File: config.mk
export PLATFORM = sky130hd
export DESIGN_NAME = tlic_top
export DESIGN_NICKNAME = d
export VERILOG_FILES = /design/src/hw/tlic_pkg.sv /design/src/hw/tlic_edge.sv /design/src/hw/tlic_top.sv
export VERILOG_INCLUDE_DIRS = /design/src /design/src/hw
export SDC_FILE = /design/constraint.sdc
export NUM_CORES = 1
export LEC_CHECK = 0
export BUFFER_PORTS_ARGS = -buffer_cell sky130_fd_sc_hd__buf_2
export CAP_MARGIN = 20
export CORE_MARGIN = 3
export CORE_UTILIZATION = 45
export DETAILED_ROUTE_END_ITERATION = 8
export PLACE_DENSITY = 0.62
export SKIP_LAST_GASP = 1
export SLEW_MARGIN = 0
export SYNTH_ARGS = -nofsm -noshare
export SYNTH_HDL_FRONTEND = slang
export SYNTH_SLANG_ARGS = --single-unit
File: constraint.sdc
create_clock -name sys_clk -period 24.8 [get_ports sys_clk]
set_input_delay 4.96 -clock sys_clk [delete_from_list [all_inputs] [get_ports sys_clk]]
set_output_delay 4.96 -clock sys_clk [all_outputs]
set_load 0.01 [all_outputs]
File: src/hw/tlic_cfg.svh
// Register addresses, field positions, reset values and cycle counts of the interrupt block.
`ifndef TLIC_CFG_SVH
`define TLIC_CFG_SVH
`define TLIC_ADDR_CENTRAL_CONTROL_REGISTER 8'he6
`define TLIC_ADDR_EDGE_SELECT_REGISTER 8'hf2
`define TLIC_ADDR_EXT_PENDING_REGISTER 8'hf3
`define TLIC_ADDR_EXT_MASK_REGISTER 8'hf4
`define TLIC_ADDR_EXT_VECTOR_REGISTER 8'hf6
`define TLIC_ADDR_NESTING_LEVEL_REGISTER 8'hf7
`define TLIC_CENTRAL_CONTROL_REGISTER_RST 8'h87
`define TLIC_EDGE_SELECT_REGISTER_RST 8'h00
`define TLIC_EXT_PENDING_REGISTER_RST 8'h00
`define TLIC_EXT_MASK_REGISTER_RST 8'h00
`define TLIC_EXT_VECTOR_REGISTER_RST 8'h06
`define TLIC_CENTRAL_CONTROL_REGISTER_GCEN 7
`define TLIC_CENTRAL_CONTROL_REGISTER_TOP_PENDING_FLAG 6
`define TLIC_CENTRAL_CONTROL_REGISTER_TLI 5
`define TLIC_CENTRAL_CONTROL_REGISTER_IEN 4
`define TLIC_CENTRAL_CONTROL_REGISTER_IAM 3
`define TLIC_EXT_VECTOR_REGISTER_TEDGE 3
`define TLIC_EXT_VECTOR_REGISTER_TSRC 2
`define TLIC_EXT_VECTOR_REGISTER_A0SRC 1
`define TLIC_NESTING_LEVEL_REGISTER_LOCK 7
`define TLIC_ARB_PERIOD 3'd5
`define TLIC_IMC_BASE 5'd18
`define TLIC_IMC_STACK 5'd2
`define TLIC_IMC_SEG 5'd2
`define TLIC_IMC_WAKE 5'd1
`endif

File: src/hw/tlic_pkg.sv
// Types shared by the interrupt control block.
package tlic_pkg;
    typedef enum logic [1:0] {
        TLIC_IDLE = 2'b00,
        TLIC_ACK = 2'b01,
        TLIC_WAIT = 2'b11,
        TLIC_IMC = 2'b10
    } tlic_state_t;
    typedef logic [2:0] tlic_level_t;
endpackage : tlic_pkg

File: src/hw/tlic_edge.sv
// Pin synchroniser with qualified edge detection for one interrupt input.
`timescale 1ns/10ps
module tlic_edge (
    input wire logic sys_clk,
    input wire logic sys_rst,
    input wire logic pin,
    input wire logic rise_sel,
    output logic evt
);
    logic s1_reg;
    logic s2_reg;
    logic s3_reg;
    logic lvl_reg;
    wire agree = (s2_reg == s3_reg);
    wire moved = agree && (s3_reg != lvl_reg);

    // A level counts only once the last two stages agree, so one edge fires once.
    always_ff @(posedge sys_clk) begin
        if (sys_rst) begin
            s1_reg <= 1'b0;
            s2_reg <= 1'b0;
            s3_reg <= 1'b0;
            lvl_reg <= 1'b0;
        end else begin
            s1_reg <= pin;
            s2_reg <= s1_reg;
            s3_reg <= s2_reg;
            if (agree) begin
                lvl_reg <= s3_reg;
            end
        end
    end

    assign evt = moved && (rise_sel ? s3_reg : !s3_reg);
endmodule : tlic_edge

File: src/hw/tlic_top.sv
// Top level and external interrupt control with arbitration and machine cycle timing.
`timescale 1ns/10ps
`include "tlic_cfg.svh"

// Functional notes
// - Top source is the non-maskable pin when select is high, else watchdog end.
// - Pin source detects rising edge when edge select set, falling when clear.
// - Selected top event sets the top pending flag.
// - Maskable path needs top pending, top enable and global enable together.
// - Unmaskable lock is set-only, bypasses global enable, cleared only by reset.
// - Running top routine blocks every interrupt, DMA and further top requests.
// - Top handling never touches global enable, priority level or nesting state.
// - Top acknowledge clears top pending; software may set it.
// - Peripheral pending set by trigger, set or cleared by software, readable.
// - Peripheral request needs mask, pending and global enable all set.
// - Channel priority is three bits; level seven is never acknowledged.
// - Requests sampled every five clocks; acknowledge adds one clock.
// - Abort current instruction if nothing written, else wait for its end.
// - External channel response spans 26 to 55 clocks depending on instruction.
// - Top level response spans 22 to 51 clocks depending on instruction.
// - Machine cycle is 18 clocks, plus 2 stack, 2 segment, 1 wake.
// - Machine cycle clears global enable, return sets it, except for top.
// - Arbitration mode zero is concurrent, one is nested.
// - Current priority level is three bits, updated by hardware in nested mode.
// - Edge select zero picks falling edge, one picks rising edge.
// - External pending set on edge, cleared on acknowledge, software settable.
// - External request needs mask, pending and global enable all set.
module tlic_top
    import tlic_pkg::*;
#(
    parameter int NPER = 4
) (
    input wire logic sys_clk,
    input wire logic sys_rst,
    input wire logic [7:0] reg_addr,
    input wire logic [7:0] reg_wdata,
    input wire logic reg_wr,
    input wire logic reg_rd,
    output logic [7:0] reg_rdata,
    input wire logic [7:0] ext_pin,
    input wire logic nmi_pin,
    input wire logic wdg_eoc,
    input wire logic [7:0] ext_pair_level,
    input wire logic [NPER-1:0] per_trig,
    input wire logic [NPER-1:0] per_sw_set,
    input wire logic [NPER-1:0] per_sw_clr,
    input wire logic [NPER-1:0] per_mask,
    input wire logic [3*NPER-1:0] per_level,
    output logic [NPER-1:0] per_pending,
    input wire logic cpu_ei,
    input wire logic cpu_di,
    input wire logic cpu_iret,
    input wire logic cpu_wrote,
    input wire logic cpu_instr_end,
    input wire logic cpu_wfi,
    input wire logic stack_in_rf,
    input wire logic seg_save_en,
    output logic irq_abort,
    output logic imc_active,
    output logic irq_start,
    output logic [4:0] irq_src,
    output logic irq_top,
    output logic dma_block,
    output logic mft_enable
);
    localparam int NSRC = 8 + NPER;

    function automatic tlic_level_t ext_level(input logic [7:0] pairs, input int ch);
        ext_level = {pairs[2*(ch/2)+1], pairs[2*(ch/2)], ch[0]};
    endfunction : ext_level

    function automatic logic [2:0] lowest_held(input logic [6:0] held);
        lowest_held = 3'h7;
        for (int k = 6; k >= 0; k--) begin
            if (held[k]) begin
                lowest_held = 3'(k);
            end
        end
    endfunction : lowest_held

    tlic_state_t state_reg;
    tlic_state_t state_next;
    logic [2:0] arb_cnt_reg;
    logic [4:0] imc_cnt_reg;
    logic [4:0] imc_len_reg;
    logic gcen_reg;
    logic top_pending_flag_reg;
    logic tli_reg;
    logic ien_reg;
    logic iam_reg;
    tlic_level_t cpl_reg;
    logic [7:0] edge_select_register_reg;
    logic [7:0] ext_pending_register_reg;
    logic [7:0] ext_mask_register_reg;
    logic [7:0] ext_vector_register_reg;
    logic lock_reg;
    logic [6:0] hold_reg;
    logic [NPER-1:0] per_pend_reg;
    logic top_active_reg;
    logic grant_top_reg;
    logic [4:0] grant_idx_reg;
    tlic_level_t grant_lvl_reg;
    logic [7:0] rdata_reg;
    logic [7:0] pin_evt;
    logic nmi_evt;
    logic [7:0] ext_evt;
    logic [NSRC-1:0] src_req;
    logic [NSRC-1:0][2:0] src_lvl;
    logic best_ok;
    tlic_level_t best_lvl;
    logic [4:0] best_idx;

    genvar g;
    generate
        for (g = 0; g < 8; g++) begin : g_ext
            tlic_edge u_edge (
                .sys_clk(sys_clk),
                .sys_rst(sys_rst),
                .pin(ext_pin[g]),
                .rise_sel(edge_select_register_reg[g]),
                .evt(pin_evt[g])
            );
            assign src_lvl[g] = ext_level(ext_pair_level, g);
        end
        for (g = 0; g < NPER; g++) begin : g_per
            assign src_lvl[8+g] = per_level[3*g +: 3];
        end
    endgenerate

    tlic_edge u_nmi_edge (
        .sys_clk(sys_clk),
        .sys_rst(sys_rst),
        .pin(nmi_pin),
        .rise_sel(ext_vector_register_reg[`TLIC_EXT_VECTOR_REGISTER_TEDGE]),
        .evt(nmi_evt)
    );

    wire wr_central_control_register = reg_wr && (reg_addr == `TLIC_ADDR_CENTRAL_CONTROL_REGISTER);
    wire wr_edge_select_register = reg_wr && (reg_addr == `TLIC_ADDR_EDGE_SELECT_REGISTER);
    wire wr_ext_pending_register = reg_wr && (reg_addr == `TLIC_ADDR_EXT_PENDING_REGISTER);
    wire wr_ext_mask_register = reg_wr && (reg_addr == `TLIC_ADDR_EXT_MASK_REGISTER);
    wire wr_ext_vector_register = reg_wr && (reg_addr == `TLIC_ADDR_EXT_VECTOR_REGISTER);
    wire wr_nesting_level_register = reg_wr && (reg_addr == `TLIC_ADDR_NESTING_LEVEL_REGISTER);

    wire top_evt = ext_vector_register_reg[`TLIC_EXT_VECTOR_REGISTER_TSRC] ? nmi_evt : wdg_eoc;
    assign ext_evt = {pin_evt[7:1], ext_vector_register_reg[`TLIC_EXT_VECTOR_REGISTER_A0SRC] ? pin_evt[0] : wdg_eoc};

    wire top_req = top_pending_flag_reg && ((tli_reg && ien_reg) || lock_reg);
    assign src_req = {per_mask & per_pend_reg, ext_mask_register_reg & ext_pending_register_reg} & {NSRC{ien_reg}};

    // Lowest level wins; a source must beat the current level, so level seven never does.
    always_comb begin
        best_ok = 1'b0;
        best_lvl = cpl_reg;
        best_idx = 5'h00;
        for (int i = 0; i < NSRC; i++) begin
            if (src_req[i] && (src_lvl[i] < best_lvl) && (src_lvl[i] != 3'h7)) begin
                best_ok = 1'b1;
                best_lvl = src_lvl[i];
                best_idx = 5'(i);
            end
        end
    end

    wire sample = (arb_cnt_reg == `TLIC_ARB_PERIOD - 3'd1);
    wire grant_any = sample && !top_active_reg && (top_req || best_ok);
    wire ack_now = (state_reg == TLIC_WAIT) && (!cpu_wrote || cpu_instr_end);
    wire ack_top = ack_now && grant_top_reg;
    wire ack_chan = ack_now && !grant_top_reg;
    wire nested = iam_reg;
    wire ret_chan = cpu_iret && !top_active_reg;
    wire [NSRC-1:0] ack_vec = ack_chan ? (NSRC'(1) << grant_idx_reg) : '0;
    wire [2:0] pop_lvl = lowest_held(hold_reg);
    wire [4:0] imc_len = `TLIC_IMC_BASE + (stack_in_rf ? `TLIC_IMC_STACK : 5'd0)
        + (seg_save_en ? `TLIC_IMC_SEG : 5'd0) + (cpu_wfi ? `TLIC_IMC_WAKE : 5'd0);

    // Sequencer: sample, one acknowledge clock, abort or wait, then the machine cycle.
    always_comb begin
        state_next = state_reg;
        case (state_reg)
            TLIC_IDLE: begin
                if (grant_any) begin
                    state_next = TLIC_ACK;
                end
            end
            TLIC_ACK: begin
                state_next = TLIC_WAIT;
            end
            TLIC_WAIT: begin
                if (ack_now) begin
                    state_next = TLIC_IMC;
                end
            end
            TLIC_IMC: begin
                if (imc_cnt_reg == 5'd0) begin
                    state_next = TLIC_IDLE;
                end
            end
            default: begin
                state_next = TLIC_IDLE;
            end
        endcase
    end

    always_ff @(posedge sys_clk) begin
        if (sys_rst) begin
            state_reg <= TLIC_IDLE;
            arb_cnt_reg <= 3'd0;
            imc_cnt_reg <= 5'd0;
            imc_len_reg <= 5'd0;
            grant_top_reg <= 1'b0;
            grant_idx_reg <= 5'h00;
            grant_lvl_reg <= 3'h7;
            top_active_reg <= 1'b0;
        end else begin
            state_reg <= state_next;
            arb_cnt_reg <= sample ? 3'd0 : arb_cnt_reg + 3'd1;
            if (state_reg == TLIC_IDLE && grant_any) begin
                grant_top_reg <= top_req;
                grant_idx_reg <= best_idx;
                grant_lvl_reg <= best_lvl;
            end
            if (ack_now) begin
                imc_cnt_reg <= imc_len - 5'd1;
                imc_len_reg <= imc_len;
            end else if (imc_cnt_reg != 5'd0) begin
                imc_cnt_reg <= imc_cnt_reg - 5'd1;
            end
            if (ack_top) begin
                top_active_reg <= 1'b1;
            end else if (cpu_iret) begin
                top_active_reg <= 1'b0;
            end
        end
    end

    // Central control: top pending merges events so a set beats a clear; for global enable a channel acknowledge clear beats a set.
    always_ff @(posedge sys_clk) begin
        if (sys_rst) begin
            gcen_reg <= 1'(`TLIC_CENTRAL_CONTROL_REGISTER_RST >> `TLIC_CENTRAL_CONTROL_REGISTER_GCEN);
            top_pending_flag_reg <= 1'b0;
            tli_reg <= 1'b0;
            ien_reg <= 1'b0;
            iam_reg <= 1'b0;
            cpl_reg <= 3'h7;
            hold_reg <= 7'h00;
            lock_reg <= 1'b0;
        end else begin
            top_pending_flag_reg <= top_evt || (wr_central_control_register && reg_wdata[`TLIC_CENTRAL_CONTROL_REGISTER_TOP_PENDING_FLAG])
                || (top_pending_flag_reg && !ack_top);
            if (wr_nesting_level_register && reg_wdata[`TLIC_NESTING_LEVEL_REGISTER_LOCK]) begin
                lock_reg <= 1'b1;
            end
            if (ack_chan) begin
                ien_reg <= 1'b0;
            end else if (ret_chan || cpu_ei) begin
                ien_reg <= 1'b1;
            end else if (cpu_di) begin
                ien_reg <= 1'b0;
            end else if (wr_central_control_register) begin
                ien_reg <= reg_wdata[`TLIC_CENTRAL_CONTROL_REGISTER_IEN];
            end
            if (ack_chan && nested) begin
                cpl_reg <= grant_lvl_reg;
                if (cpl_reg != 3'h7) begin
                    hold_reg[cpl_reg] <= 1'b1;
                end
            end else if (ret_chan && nested) begin
                cpl_reg <= pop_lvl;
                if (pop_lvl != 3'h7) begin
                    hold_reg[pop_lvl] <= 1'b0;
                end
            end else if (wr_central_control_register) begin
                cpl_reg <= reg_wdata[2:0];
            end
            if (wr_central_control_register) begin
                gcen_reg <= reg_wdata[`TLIC_CENTRAL_CONTROL_REGISTER_GCEN];
                tli_reg <= reg_wdata[`TLIC_CENTRAL_CONTROL_REGISTER_TLI];
                iam_reg <= reg_wdata[`TLIC_CENTRAL_CONTROL_REGISTER_IAM];
            end
        end
    end

    // External and peripheral channel registers.
    always_ff @(posedge sys_clk) begin
        if (sys_rst) begin
            edge_select_register_reg <= `TLIC_EDGE_SELECT_REGISTER_RST;
            ext_pending_register_reg <= `TLIC_EXT_PENDING_REGISTER_RST;
            ext_mask_register_reg <= `TLIC_EXT_MASK_REGISTER_RST;
            ext_vector_register_reg <= `TLIC_EXT_VECTOR_REGISTER_RST;
            per_pend_reg <= '0;
        end else begin
            ext_pending_register_reg <= ext_evt | (wr_ext_pending_register ? reg_wdata : 8'h00)
                | (ext_pending_register_reg & ~ack_vec[7:0]);
            per_pend_reg <= per_trig | per_sw_set
                | (per_pend_reg & ~per_sw_clr & ~ack_vec[NSRC-1:8]);
            if (wr_edge_select_register) begin
                edge_select_register_reg <= reg_wdata;
            end
            if (wr_ext_mask_register) begin
                ext_mask_register_reg <= reg_wdata;
            end
            if (wr_ext_vector_register) begin
                ext_vector_register_reg <= reg_wdata;
            end
        end
    end

    wire [7:0] central_control_register_view = {gcen_reg, top_pending_flag_reg, tli_reg, ien_reg, iam_reg, cpl_reg};
    wire [7:0] rd_mux = (reg_addr == `TLIC_ADDR_CENTRAL_CONTROL_REGISTER) ? central_control_register_view :
        (reg_addr == `TLIC_ADDR_EDGE_SELECT_REGISTER) ? edge_select_register_reg :
        (reg_addr == `TLIC_ADDR_EXT_PENDING_REGISTER) ? ext_pending_register_reg :
        (reg_addr == `TLIC_ADDR_EXT_MASK_REGISTER) ? ext_mask_register_reg :
        (reg_addr == `TLIC_ADDR_EXT_VECTOR_REGISTER) ? ext_vector_register_reg :
        (reg_addr == `TLIC_ADDR_NESTING_LEVEL_REGISTER) ? {lock_reg, hold_reg} : 8'h00;

    always_ff @(posedge sys_clk) begin
        if (sys_rst) begin
            rdata_reg <= 8'h00;
        end else if (reg_rd) begin
            rdata_reg <= rd_mux;
        end
    end

    assign reg_rdata = rdata_reg;
    assign per_pending = per_pend_reg;
    assign irq_abort = (state_reg == TLIC_WAIT) && !cpu_wrote;
    assign imc_active = (state_reg == TLIC_IMC);
    assign irq_start = (state_reg == TLIC_IMC) && (imc_cnt_reg == 5'd0);
    assign irq_src = grant_idx_reg;
    assign irq_top = grant_top_reg;
    assign dma_block = top_active_reg;
    assign mft_enable = gcen_reg;

    logic [4:0] imc_cyc_reg;
    always_ff @(posedge sys_clk) begin
        if (sys_rst || ack_now) begin
            imc_cyc_reg <= 5'd0;
        end else if (imc_active) begin
            imc_cyc_reg <= imc_cyc_reg + 5'd1;
        end
    end
endmodule : tlic_top

==> impl_metrics.toml <==
[route]
drt_iter0_drc = 466
ant_nets = 0
vias = 6242
routed_via_density = 5.801
dr.pass1.iters = 5
wirelength_mm = 18.63
drc = 0
routedWlPerCell_um = 17.31

[placed_design]
place.gp.congestion = 0.9103
dp.cells = 1045
place_ws_ns = 10.37
io_buffers = 95
dp_hpwl_mm = 13.94

[clock_network]
cts_tree = "built"
path_clk_slew_ns = 0.05
cts_setup_buffers = 0
ctsHoldBuffers = 0
cts_resized = 0
cts_buffer_depth = 2
insertion_delay_ns = 0.41
root_buffer = "clkbuf_16"
htreeDepth = 4
clock_sinks = 115
cts_buffers = 17

[global_route]
grt_pass1_vias = 5931
grt_usage_pct = 23.38
grt_overflow = 0
grt_antenna_before_repair = 0
grt_max_degree = 88
grt_pass1_wl_mm = 29.97

[timing]
final.setup_skew_ns = 0.006449
slew_headroom_pct = 41.98
hold_viol_final = 0
fin_crit_ns = 14.11
fmax_mhz = 70.89
finalCritPeriodShare_pct = 56.88
slew_violations = 0
tightestPinTransition_ns = 0.8704
setup_ws_ns = 10.69
rsz0062_at_grt = "false"
finalSetupViolCount = 0
fin_tns_setup_ns = 0

[setup_path]
cp_slowest_cell = "a41oi_2"
crit_required_ns = 25.10
cp_common_cell = "ha_1"
cp-startpoint = "ext_pair_level[0]"
r2r_end = "grant_lvl_reg[2]"
start_kind = "input pin"
critPathCaptureType = "flip-flop"
cp_max_fo = 11
cpPeakStageDelay_ns = 0.53
rr_startpoint = "cpl_reg[1]"
r2r_cells = 45
arrival_ns = 14.40
critPathKind = "in -> reg"
rrSetupSlack_ns = 14.67

[synthesis]
syn_avg_cell_area_um2 = 7.998
syn-cell-area_um2 = 6422
synth_edf_count = 0
ys_types = 82
synth-seq-cells = 115
async_flop_share_pct = 0
netlist_instances = 803
synthesis.nets = 892
synth_warnings = 0
synth.yosys.seq_area_share_pct = 35.85
synth_ff_type = "dfxtp_1"

[layout]
nets = 973
fin_cells = 1076
area.growth.synth_to_final_pct = 18.06
final_core_util_pct = 54.41
n_antenna_cell = 0
num-fill-cells = 1326
drive_gt1_share_pct = 17.19
final_cell_mix = "dfxtp_1 (115), nor2_1 (102), buf_2 (94)"
mostFrequentLayoutCell = "dfxtp_1"

[power_and_ir_drop]
p_total_uw = 492.6
powerDensity_nw_per_um2 = 64.97
p_leak_uw = 0.003179
vdd_drop_max_mv = 0.09124

[min_path]
worstHoldStart = "g_ext[0].u_edge.s1_reg"
hold_path_class = "reg -> reg"
whs_endpoint = "g_ext[0].u_edge.s2_reg"
hold_path_depth = 1

[floorplanning]
die_x_um = 125.5
rows = 43
placeableCoreArea_um2 = 13930
start_util_pct = 46.09
io_pins = 97
die_h_um = 125.5
die-area_um2 = 15740

[outcome]
status = "complete, no violations"

[flow_run]
cap_viol_max_count = 0
-- metrics by stage --
step                      cell area (µm²)  hold slack, ns
after floorplan                      6422          0.4138
after global placement               6993          0.4167
after detailed placement             6993          0.4220
after CTS                            7582          0.4304
after global routing                 7582          0.4364
final                                7582          0.4293
-- area by class of cell --
type | instances | area, µm² | share of cell area (%)
clock buffers | 19 | 432.9 | 5.710
clock inverters | 12 | 156.4 | 2.063
inverters | 40 | 150.1 | 1.980
multi-input cells | 612 | 3815 | 50.31
flip-flops and latches | 115 | 2302 | 30.36
well taps | 180 | 225.2 | 2.970
repair buffers | 98 | 500.5 | 6.601
-- worst max-delay path, delay by kind of cell --
| kind | cells | cell delay, ns |
|---|---|---|
| adder cells (fa/ha/maj) | 7 | 1.83 |
| AO/OA/AOI/OAI | 22 | 5.02 |
| AND/OR/NAND/NOR | 13 | 2.03 |
| buffers and inverters | 1 | 0.12 |
| multiplexers | 2 | 0.44 |
-- power breakdown --
| part | internal, µW | switching, µW |
|---|---|---|
| combinational | 21.9 | 30.1 |
| clock | 158 | 85.6 |
| sequential | 192 | 5.27 |
-- worst max path at each step --
stage                                   to  slack (ns)  cells after the start
final                     grant_lvl_reg[2]       10.69                     45
after global routing      grant_lvl_reg[2]        9.83                     45
after CTS                 grant_lvl_reg[2]       10.78                     45
after detailed placement  grant_lvl_reg[2]       10.37                     45
after global placement    grant_lvl_reg[2]       10.71                     45
after floorplan           grant_lvl_reg[0]       11.70                     45
-- routing by layer --
layer  track usage (%)  vias to the layer above  part of all wire (%)
li1                  -                     3076                     -
met1             29.77                     2958                    45
met2             39.58                      183                    48
met3             5.681                       25                   5.4
met4             6.441                        0                   1.4
met5                 0                        -                     0
-- cell families (layout without fill, tap and decap cells) --
group / after synthesis / after routing / share of synthesized area (%)
other: 1 / 1 / 0.05839
multiplexers: 34 / 34 / 5.299
AO/OA/AOI/OAI: 214 / 214 / 23.44
XOR/XNOR: 4 / 4 / 0.5456
flip-flops: 115 / 115 / 35.85
AND/OR/NAND/NOR: 343 / 343 / 26.87
buffers and inverters: 76 / 169 / 4.754
adder cells (fa/ha/maj): 16 / 16 / 3.195
-- synth_stat cells (all sizes together) (3+ instances only) --
cell type,count,area (µm²)
a32o,3,30.03
nand2b,13,81.33
o221ai,4,41.29
xor2,3,26.28
a21oi,62,325.3
a211oi,9,72.57
a41oi,10,95.10
or3,5,31.28
and2,3,18.77
nor2,102,382.9
or2,4,25.03
nand4,7,43.79
nand4b,11,96.34
o21ai,43,215.2
and4b,3,30.03
nor2b,35,219.0
a221oi,5,43.79
inv,40,150.1
buf,6,42.54
and3,7,43.79
a21o,7,52.55
o211ai,16,125.1
a31oi,10,77.57
a311oi,15,137.6
o21a,3,22.52
o31ai,4,35.03
nor3b,4,30.03
clkbuf,30,112.6
mux2i,34,340.3
ha,14,175.2
nand3,24,120.1
or4b,7,70.07
nor3,27,140.1
dfxtp,115,2302
nand2,79,299.0
Power figures use the tool's default switching activity.
